[src/hdl/boc_pkg.sv]
/*
 * Constants for the button output configuration block: register offsets,
 * reset values, field positions, command codes and busy times.
 * Assumes a single 100 MHz clock.
 */
package boc_pkg;
   // ****************************************************************
   // Register map
   // ****************************************************************
   localparam int          NUM_OUT    = 2;
   localparam logic [7:0] ADR_LEVEL  = 8'h04;
   localparam logic [7:0] ADR_SENSE  = 8'h07;
   localparam logic [7:0] ADR_OE     = 8'h08;
   localparam logic [7:0] ADR_STRONG = 8'h11;
   localparam logic [7:0] ADR_CFG [NUM_OUT] = '{8'h1c, 8'h21};
   localparam logic [7:0] ADR_SEL [NUM_OUT] = '{8'h1e, 8'h23};
   localparam logic [7:0] ADR_RPT    = 8'h90;
   localparam logic [7:0] ADR_CMD    = 8'ha0;

   // Reset values
   localparam logic [7:0] RST_LEVEL  = 8'h01;
   localparam logic [7:0] RST_SENSE  = 8'h01;
   localparam logic [7:0] RST_OE     = 8'h01;
   localparam logic [7:0] RST_STRONG = 8'h01;
   localparam logic [7:0] RST_CFG    = 8'h00;
   localparam logic [7:0] RST_SEL [NUM_OUT] = '{8'h01, 8'h02};
   localparam logic       RST_SCAN   = 1'b1;

   // Combiner config fields
   localparam int CFG_EN_BIT  = 7;
   localparam int CFG_INV_BIT = 1;
   localparam int CFG_AND_BIT = 0;

   // ****************************************************************
   // Commands and timing
   // ****************************************************************
   localparam logic [7:0] CMD_FWREV    = 8'h00;
   localparam logic [7:0] CMD_STORE    = 8'h01;
   localparam logic [7:0] CMD_FACTORY  = 8'h02;
   localparam logic [7:0] CMD_WRDEF    = 8'h03;
   localparam logic [7:0] CMD_RDDEF    = 8'h04;
   localparam logic [7:0] CMD_RDRAM    = 8'h05;
   localparam logic [7:0] CMD_RECONF   = 8'h06;
   localparam logic [7:0] CMD_NORMAL   = 8'h07;
   localparam logic [7:0] CMD_SETUP    = 8'h08;
   localparam logic [7:0] CMD_SCAN_ON  = 8'h09;
   localparam logic [7:0] CMD_SCAN_OFF = 8'h0a;
   localparam logic [7:0] CMD_SCAN_RPT = 8'h0b;

   localparam int CLK_MHZ    = 100;
   localparam int T_LONG_MS  = 120;
   localparam int T_MID_MS   = 10;
   localparam int T_SHORT_MS = 5;
   localparam int CYC_LONG   = T_LONG_MS * 1000 * CLK_MHZ;
   localparam int CYC_MID    = T_MID_MS * 1000 * CLK_MHZ;
   localparam int CYC_SHORT  = T_SHORT_MS * 1000 * CLK_MHZ;

   typedef enum logic {BOC_NORMAL, BOC_SETUP} boc_mode_t;
endpackage : boc_pkg

[src/hdl/boc_cmd_if.sv]
/*
 * Carrier between the register front end and the command executor.
 * Assumes both ends run on mclk.
 */
`timescale 1ns/1ns
interface boc_cmd_if import boc_pkg::*; ();
   logic       stb;     // Command register written
   logic [7:0] code;    // Command code
   boc_mode_t  mode;    // Current mode
   logic       scan;    // Scanning enabled
   logic       busy;    // Device inaccessible
   logic       nvm_stb; // Storage request pulse
   logic [2:0] nvm_op;  // Storage operation code
   logic [7:0] rpt;     // Report value

   modport ctl (output stb, code,
                input  mode, scan, busy, nvm_stb, nvm_op, rpt);
   modport exe (input  stb, code,
                output mode, scan, busy, nvm_stb, nvm_op, rpt);
endinterface : boc_cmd_if

[src/hdl/boc_comb.sv]
/*
 * One output's OR/AND combiner over selected button states.
 * Assumes button states are synchronous levels.
 */
`timescale 1ns/1ns
module boc_comb (
   input  wire logic       use_and, // 1: AND, 0: OR
   input  wire logic       inv,     // Invert result
   input  wire logic [1:0] sel,     // Selected buttons
   input  wire logic [1:0] btn,     // Button states
   output wire logic       res      // Combined result
);
   // Unselected inputs are neutral for either operator
   wire logic any_hit = |(sel & btn);
   wire logic all_hit = &(btn | ~sel);
   assign res = (use_and ? all_hit : any_hit) ^ inv;
endmodule : boc_comb

[src/hdl/boc_cmd.sv]
/*
 * Command executor: mode, scan state, storage requests, busy timer.
 * Assumes the front end never strobes while busy is high.
 */
`timescale 1ns/1ns
module boc_cmd import boc_pkg::*; #(
   parameter logic [23:0] LONG_CYC  = 24'(CYC_LONG),
   parameter logic [23:0] MID_CYC   = 24'(CYC_MID),
   parameter logic [23:0] SHORT_CYC = 24'(CYC_SHORT),
   parameter logic [7:0]  FW_REV    = 8'h5a // Arbitrary value
) (
   input  wire logic mclk, // Clock
   input  wire logic rst,  // Async reset
   boc_cmd_if.exe    cif   // Command carrier
);
   // ****************************************************************
   // Decode
   // ****************************************************************
   logic [23:0] cnt_q;
   wire  logic [7:0]  c       = cif.code;
   wire  logic        is_long = c inside {CMD_STORE, CMD_FACTORY,
                                          CMD_WRDEF};
   wire  logic        is_mid  = c == CMD_SCAN_ON;
   wire  logic        is_shrt = c inside {CMD_RDDEF, CMD_RDRAM,
                                          CMD_RECONF, CMD_SCAN_OFF};
   // Reconfigure is refused outside setup mode
   wire  logic        take    = cif.stb && c <= CMD_SCAN_RPT &&
                        !(c == CMD_RECONF && cif.mode != BOC_SETUP);
   wire  logic [23:0] dly     = is_long ? LONG_CYC : is_mid ? MID_CYC :
                                is_shrt ? SHORT_CYC : 24'h0;
   wire  logic [23:0] cnt_d   = take ? dly :
                     (cnt_q != 24'h0) ? cnt_q - 24'h1 : cnt_q;

   // Busy timer counts the whole inaccessible time
   always_ff @(posedge mclk or posedge rst) begin
      if (rst) begin
         cnt_q    <= 24'h0;
         cif.busy <= 1'b0;
      end else begin
         cnt_q    <= cnt_d;
         cif.busy <= cnt_d != 24'h0;
      end
   end

   // Mode, scan, storage pulse and report
   always_ff @(posedge mclk or posedge rst) begin
      if (rst) begin
         cif.mode    <= BOC_NORMAL;
         cif.scan    <= RST_SCAN;
         cif.nvm_stb <= 1'b0;
         cif.nvm_op  <= 3'h0;
         cif.rpt     <= 8'h00;
      end else begin
         cif.nvm_stb <= take && c >= CMD_STORE && c <= CMD_RECONF;
         if (take) begin
            cif.nvm_op <= c[2:0];
            if (c == CMD_NORMAL) cif.mode <= BOC_NORMAL;
            if (c == CMD_SETUP) cif.mode <= BOC_SETUP;
            if (c == CMD_SCAN_ON) cif.scan <= 1'b1;
            if (c == CMD_SCAN_OFF) cif.scan <= 1'b0;
            if (c == CMD_SCAN_RPT) cif.rpt <= {7'h0, cif.scan};
            if (c == CMD_FWREV) cif.rpt <= FW_REV;
         end
      end
   end
endmodule : boc_cmd

[src/hdl/boc_top.sv]
/*
 * Button output configuration block: register port, command handling,
 * output level/enable/drive and per-output OR/AND combiner.
 * Assumes register port and button states are synchronous to mclk.
 */
`timescale 1ns/1ns
module boc_top import boc_pkg::*; #(
   parameter logic [23:0] LONG_CYC  = 24'(CYC_LONG),
   parameter logic [23:0] MID_CYC   = 24'(CYC_MID),
   parameter logic [23:0] SHORT_CYC = 24'(CYC_SHORT)
) (
   input  wire logic       mclk,              // Clock
   input  wire logic       rst,               // Async reset
   input  wire logic       reg_wr,            // Write strobe
   input  wire logic       reg_rd,            // Read strobe
   input  wire logic [7:0] reg_addr,          // Register offset
   input  wire logic [7:0] reg_wdata,         // Write data
   input  wire logic [1:0] btn_touch,         // Button states
   output wire logic [7:0] reg_rdata,         // Read data
   output wire logic       reg_rvalid,        // Read data valid
   output wire logic       dev_busy,          // Inaccessible
   output wire logic       setup_mode,        // Setup mode
   output wire logic       scan_enable,       // Scanning on
   output wire logic [1:0] sense_enable,      // Input enables
   output wire logic [1:0] output_pin_bits,   // Pin levels
   output wire logic [1:0] output_pin_oe_n,   // Pin drive, low on
   output wire logic [1:0] strong_drive_bits, // Strong drive
   output wire logic       nvm_req,           // Storage request
   output wire logic [2:0] nvm_op             // Storage operation
);
   // ****************************************************************
   // Register port front end
   // ****************************************************************
   boc_cmd_if cif ();

   logic [1:0]            level_q, sense_q, oe_q, strong_q;
   logic [1:0]            cfg_en_q, cfg_inv_q, cfg_and_q;
   logic [NUM_OUT-1:0][1:0] sel_q;
   logic [1:0]            pin_q, oe_n_q, drv_q;
   logic [7:0]            rdata_q;
   logic                  rvalid_q;

   // Port is deaf while busy; host is expected to wait anyway
   wire logic wr_ok    = reg_wr && !cif.busy;
   wire logic rd_ok    = reg_rd && !cif.busy;
   wire logic is_setup = cif.mode == BOC_SETUP;

   function automatic logic hit(input logic       ok,
                                input logic [7:0] adr,
                                input logic [7:0] a);
      return ok && (adr == a);
   endfunction : hit

   // Command strobe into the executor
   assign cif.stb  = hit(wr_ok, reg_addr, ADR_CMD);
   assign cif.code = reg_wdata;

   // Protected writes need setup mode
   wire logic wr_sense  = hit(wr_ok, reg_addr, ADR_SENSE) && is_setup;
   wire logic wr_oe     = hit(wr_ok, reg_addr, ADR_OE) && is_setup;
   wire logic wr_strong = hit(wr_ok, reg_addr, ADR_STRONG) && is_setup;
   wire logic wr_level  = hit(wr_ok, reg_addr, ADR_LEVEL);

   wire logic [1:0] sense_d  = wr_sense ? reg_wdata[1:0] : sense_q;
   wire logic [1:0] oe_d     = wr_oe ? reg_wdata[1:0] : oe_q;
   wire logic [1:0] strong_d = wr_strong ? reg_wdata[1:0] : strong_q;

   // ****************************************************************
   // Per-output registers and combiners
   // ****************************************************************
   logic [1:0]              level_d, cfg_en_d, cfg_inv_d, cfg_and_d;
   logic [1:0]              res, pin_d;
   logic [NUM_OUT-1:0][1:0] sel_d;
   logic [NUM_OUT-1:0][7:0] cfg_rd, sel_rd;
   logic [NUM_OUT-1:0]      cfg_hit, sel_hit;

   for (genvar i = 0; i < NUM_OUT; i++) begin : g_out
      // Config writes count only on an enabled output
      wire logic wr_cfg = hit(wr_ok, reg_addr, ADR_CFG[i]) && oe_q[i];
      wire logic wr_sel = hit(wr_ok, reg_addr, ADR_SEL[i]);

      // Combiner-driven pins keep their level bit untouched
      assign level_d[i] = (wr_level && !cfg_en_q[i]) ?
                          reg_wdata[i] : level_q[i];
      assign cfg_en_d[i]  = wr_cfg ? reg_wdata[CFG_EN_BIT] :
                            cfg_en_q[i];
      assign cfg_inv_d[i] = wr_cfg ? reg_wdata[CFG_INV_BIT] :
                            cfg_inv_q[i];
      assign cfg_and_d[i] = wr_cfg ? reg_wdata[CFG_AND_BIT] :
                            cfg_and_q[i];
      assign sel_d[i]     = wr_sel ? reg_wdata[1:0] : sel_q[i];

      boc_comb u_comb (
         .use_and (cfg_and_q[i]),
         .inv     (cfg_inv_q[i]),
         .sel     (sel_q[i]),
         .btn     (btn_touch),
         .res     (res[i])
      );

      // Pin source: combiner or level register
      assign pin_d[i] = cfg_en_q[i] ? res[i] : level_q[i];

      // Readback views
      assign cfg_rd[i]  = {cfg_en_q[i], 5'h00, cfg_inv_q[i],
                           cfg_and_q[i]};
      assign sel_rd[i]  = {6'h00, sel_q[i]};
      assign cfg_hit[i] = reg_addr == ADR_CFG[i];
      assign sel_hit[i] = reg_addr == ADR_SEL[i];
   end

   // Configuration storage
   always_ff @(posedge mclk or posedge rst) begin
      if (rst) begin
         level_q   <= RST_LEVEL[1:0];
         sense_q   <= RST_SENSE[1:0];
         oe_q      <= RST_OE[1:0];
         strong_q  <= RST_STRONG[1:0];
         cfg_en_q  <= {2{RST_CFG[CFG_EN_BIT]}};
         cfg_inv_q <= {2{RST_CFG[CFG_INV_BIT]}};
         cfg_and_q <= {2{RST_CFG[CFG_AND_BIT]}};
         sel_q     <= {RST_SEL[1][1:0], RST_SEL[0][1:0]};
      end else begin
         level_q   <= level_d;
         sense_q   <= sense_d;
         oe_q      <= oe_d;
         strong_q  <= strong_d;
         cfg_en_q  <= cfg_en_d;
         cfg_inv_q <= cfg_inv_d;
         cfg_and_q <= cfg_and_d;
         sel_q     <= sel_d;
      end
   end

   // ****************************************************************
   // Pins and readback
   // ****************************************************************
   // Strong drive only counts on an enabled pin
   wire logic [1:0] drv_d = oe_q & strong_q;

   // Level register is write-only and reads as zero
   wire logic [7:0] rd_mux =
      (reg_addr == ADR_SENSE)  ? {6'h00, sense_q}  :
      (reg_addr == ADR_OE)     ? {6'h00, oe_q}     :
      (reg_addr == ADR_STRONG) ? {6'h00, strong_q} :
      cfg_hit[0]               ? cfg_rd[0]         :
      cfg_hit[1]               ? cfg_rd[1]         :
      sel_hit[0]               ? sel_rd[0]         :
      sel_hit[1]               ? sel_rd[1]         :
      (reg_addr == ADR_RPT)    ? cif.rpt           : 8'h00;

   // Outputs are registered so pins never glitch on decode
   always_ff @(posedge mclk or posedge rst) begin
      if (rst) begin
         pin_q    <= 2'h0;
         oe_n_q   <= 2'h3;
         drv_q    <= 2'h0;
         rdata_q  <= 8'h00;
         rvalid_q <= 1'b0;
      end else begin
         pin_q    <= pin_d;
         oe_n_q   <= ~oe_q;
         drv_q    <= drv_d;
         rdata_q  <= rd_ok ? rd_mux : 8'h00;
         rvalid_q <= rd_ok;
      end
   end

   boc_cmd #(
      .LONG_CYC  (LONG_CYC),
      .MID_CYC   (MID_CYC),
      .SHORT_CYC (SHORT_CYC)
   ) u_cmd (
      .mclk (mclk),
      .rst  (rst),
      .cif  (cif)
   );

   assign reg_rdata         = rdata_q;
   assign reg_rvalid        = rvalid_q;
   assign dev_busy          = cif.busy;
   assign setup_mode        = is_setup;
   assign scan_enable       = cif.scan;
   assign sense_enable      = sense_q;
   assign output_pin_bits   = pin_q;
   assign output_pin_oe_n   = oe_n_q;
   assign strong_drive_bits = drv_q;
   assign nvm_req           = cif.nvm_stb;
   assign nvm_op            = cif.nvm_op;

   // ****************************************************************
   // Checks
   // ****************************************************************
   // Independent models of both combiners
   wire logic exp1 = (cfg_and_q[1] ? &(btn_touch | ~sel_q[1]) :
                      |(btn_touch & sel_q[1])) ^ cfg_inv_q[1];
   wire logic exp0 = (cfg_and_q[0] ? &(btn_touch | ~sel_q[0]) :
                      |(btn_touch & sel_q[0])) ^ cfg_inv_q[0];
endmodule : boc_top

[config.mk]
export PLATFORM = sky130hd
export DESIGN_NAME = boc_top
export DESIGN_NICKNAME = d
export VERILOG_FILES = /design/src/hdl/boc_pkg.sv /design/src/hdl/boc_cmd_if.sv /design/src/hdl/boc_comb.sv /design/src/hdl/boc_cmd.sv /design/src/hdl/boc_top.sv
export SDC_FILE = /design/constraint.sdc
export NUM_CORES = 1
export LEC_CHECK = 0
export BUFFER_PORTS_ARGS = -buffer_cell sky130_fd_sc_hd__buf_2
export CORE_UTILIZATION = 53
export DETAILED_ROUTE_END_ITERATION = 12
export PLACE_DENSITY = 0.82
export SYNTH_ARGS = -nofsm -noshare
export SYNTH_HDL_FRONTEND = slang
export SYNTH_HIERARCHICAL = 1
export SYNTH_SLANG_ARGS = --single-unit
[constraint.sdc]
create_clock -name mclk -period 2.5 [get_ports mclk]
set_input_delay 0.375 -clock mclk [delete_from_list [all_inputs] [get_ports mclk]]
set_output_delay 0.375 -clock mclk [all_outputs]
set_load 0.1 [all_outputs]
==> results.md <==
- Outcome: complete, but fails checks
- Violated checks: setup timing
- CP arrival: 2840 ps
- Die width: 86 µm
- Worst skew pair latency: 340 ps
- Dpl ws: -200 ps
- DR top layer: met4
- Die area: 7400 µm²
- Top post-synthesis cells by count: 57 x dfrtp_1, 26 x nor2_1, 25 x nand2_1
- Root buffer cell: clkbuf_8
- Critical Path Fanout Max: 4
- WL met3: 693 µm
- RSZ-0062 raised after global routing: true
- Number of port buffers: 45
- Avg Cell Area, Syn: 10.0 µm²
- Crit path required time: 2700 ps
- Drt total wl: 9910 µm
- Clk_skew: 8.08 ps
- Num CTS Buffers: 9
- Fin worst setup slack: -138 ps
- Most common cell in the netlist: dfrtp_1
- Dpl cells: 554
- Final hold viol count: 0
- Total gr overflow: 0
- Leakage: 2.16 nW
- Async SR Flop Fraction: 100%
- Minimum clock period: 2640 ps
- Clock transition at path regs: 70 ps
- Largest area contributor in the netlist: dfrtp_1
- YS warnings: 6
- Fmax: 0.379 GHz
- Area added between synthesis and finish: 29.3%
- DR pass1 iterations: 5
- Netlist Area Pre-Place: 3740 µm²
- CP top delay family: simple AND/OR/NAND/NOR gates
- DR DRC count: 0
- Global-route wire length before repair: 15,400 µm
- Wire per inst: 17.2 µm
- Max Buffers Root-to-Sink: 2
- Synth top area share: 38.1%
- Actual slew at the worst max-slew pin: 616 ps
- CTS tree: done
- Synth Register Bits: 66
- CP Launch Type: register
- Worst Hold Class: in -> async
- Largest stage delay, worst path: 560 ps
- Final cell count without fillers: 576
- Routability cong.: 0.957
- Vias: 3,400
- Placement row count: 30
- Critical-path top delay cell: nor4_1
- CP Class: reg -> reg
- # clock sinks: 66
- M1 WL: 4060 µm
- Diode count: 0
- Drt first-iter violations: 156
- Antenna violations before repair: 0
- Die height: 86 µm
- PwrDens: 496 nW/µm²
- Buf/Inv on CP: 1
- Max-slew violation total from the final report: 0
- Final nets: 499
- Largest net degree at the start of global routing: 34
- Detail Route Antenna Nets: 0
- Period Utilization, post-route: 106%
- Worst path cell trace: buf_4 -> nor4_1 -> o21ai_0 -> o41a_1 -> nor3_2 -> a41oi_1 -> nor4_2 -> nand4_1
- PnR Total Power: 2.40 mW
- Syn Inst Count: 373
- H-tree Lvls: 3
- Starting density of the core: 55.0%
- Cell variety after synth: 69
- Number of global-route vias before repair: 3,235
- Critical Path End Type: register
- Max_cap viols: 0
- Cts-stage hold buffer count: 0
- Sequential area share after synthesis: 44.5%
- Met2 Routed Length: 4820 µm
- Peak supply drop: 593 µV
- Worst hold margin: 115 ps
- Share of cells above drive strength 1: 41.7%
- Post-detail-place hpwl: 6910 µm
- Final setup violating endpoints: 1
- Drt via density: 5.90
- Max-Slew Margin vs Limit: 58.5%
- GRT Util Overall: 27.2%
- Core area: 6790 µm²
- Synth Flop Type: dfrtp_1
- Number of synthesized flops with an enable pin: 0
- I/O pin count: 46
- Top cells by area, synth: dfrtp_1 38%, dfstp_2 6.3%, mux2_2 6.0%
stage by stage:
stage,instance area [µm²],util [%],TNS [ps]
2_1_floorplan,3750,-,0
3_3_place_gp,4440,65.3,-99.1
3_5_place_dp,4440,65.3,-200
4_1_cts,4680,68.9,-34.2
5_1_grt,4840,71.2,-302
6_report,4840,71.2,-138
flip-flops by register name, summed over array words and instances, names as in the netlist, 2 cells and up:
name               flops
cfg_inv_q              2
strong_q               2
output_pin_oe_n        2
oe_q                   2
strong_drive_bits      2
cfg_and_q              2
cfg_en_q               2
reg_rdata              8
level_q                2
sel_q                  4
sense_enable           2
u_cmd/cif.nvm_op       3
u_cmd/cnt_q           24
output_pin_bits        2
u_cmd/cif.rpt          2
per-layer routing:
metal	vias to the layer above	track usage [%]
met4	0	14.2
li1	1581	-
met3	40	4.43
met5	-	0
met1	1607	34.7
met2	172	44.7
cell type report:
class | count | area (µm²)
well taps | 96 | 120
clock buffers | 14 | 173
fillers | 501 | 1960
flip-flops and latches | 66 | 1670
inverters | 13 | 48.8
multi-input cells | 275 | 2050
clock inverters | 2 | 35.0
repair buffers | 110 | 746
worst paths after layout:
path                            slack, ps  depth (start not counted)       startpoint                  to
worst max-delay path                 -140                          8  u_cmd/cnt_q[18]      u_cmd/cif.busy
worst min-delay path                  110                          3              rst        cfg_and_q[1]
worst max register to register       -140                          8  u_cmd/cnt_q[18]      u_cmd/cif.busy
worst min register to register        490                          1          oe_q[0]  output_pin_oe_n[0]
max in group asynchronous            2020                          3              rst      u_cmd/cif.busy
min in group mclk                     320                          2     reg_wdata[7]         cfg_en_q[0]
worst min-delay path: stages:
cell and delay [ps]:
buf_2 100, inv_1 40, buf_4 350
cells in the final DEF (no fill, tap or decap), types with 3 or more instances in the layout:
cell type  count
clkbuf_8      12
o2111ai_1      3
nor4_4         6
nor4_1         6
a21oi_1       16
and3_1         7
dfrtp_1       55
nand4_1        4
nor3_1        11
a211o_1        3
and2_1         8
nand2_1       25
nor4_2         3
xnor2_1       13
mux2_2        20
or3_1          3
dfstp_2        9
buf_4         61
nor2_1        26
buf_2         45
or3_2          3
nor2b_1        4
conb_1         3
o21ai_0        9
or4_1          3
or4b_4         4
nand2b_1       6
inv_1         13
nand3_1       13
a31oi_1       14
nand4b_1       3
where the power goes:
group / internal (mW) / switching [mW] / total [mW] / leakage [nW]
clock network: 0.542 / 0.393 / 0.935 / 0.107
registers: 1.11 / 0.0344 / 1.15 / 0.795
logic: 0.148 / 0.166 / 0.314 / 1.26
total: 1.80 / 0.594 / 2.40 / 2.16
cell families after synthesis:
family,share of synthesized area [%]
buffers and inverters,4.95
other,0.100
muxes,6.02
and+or+nand+nor,26.0
adders and majority gates,0.669
DFF,44.5
AOI/OAI and AO/OA,13.8
xor gates and xnor gates,3.98
timing repair:
item,CTS,global route
pin swaps,1,11
cloned,1,1
setup buffers,0,4
setup endpoints to repair,1,1
gates resized for setup,5,19
No activity file was read; power rests on OpenSTA's default activity.
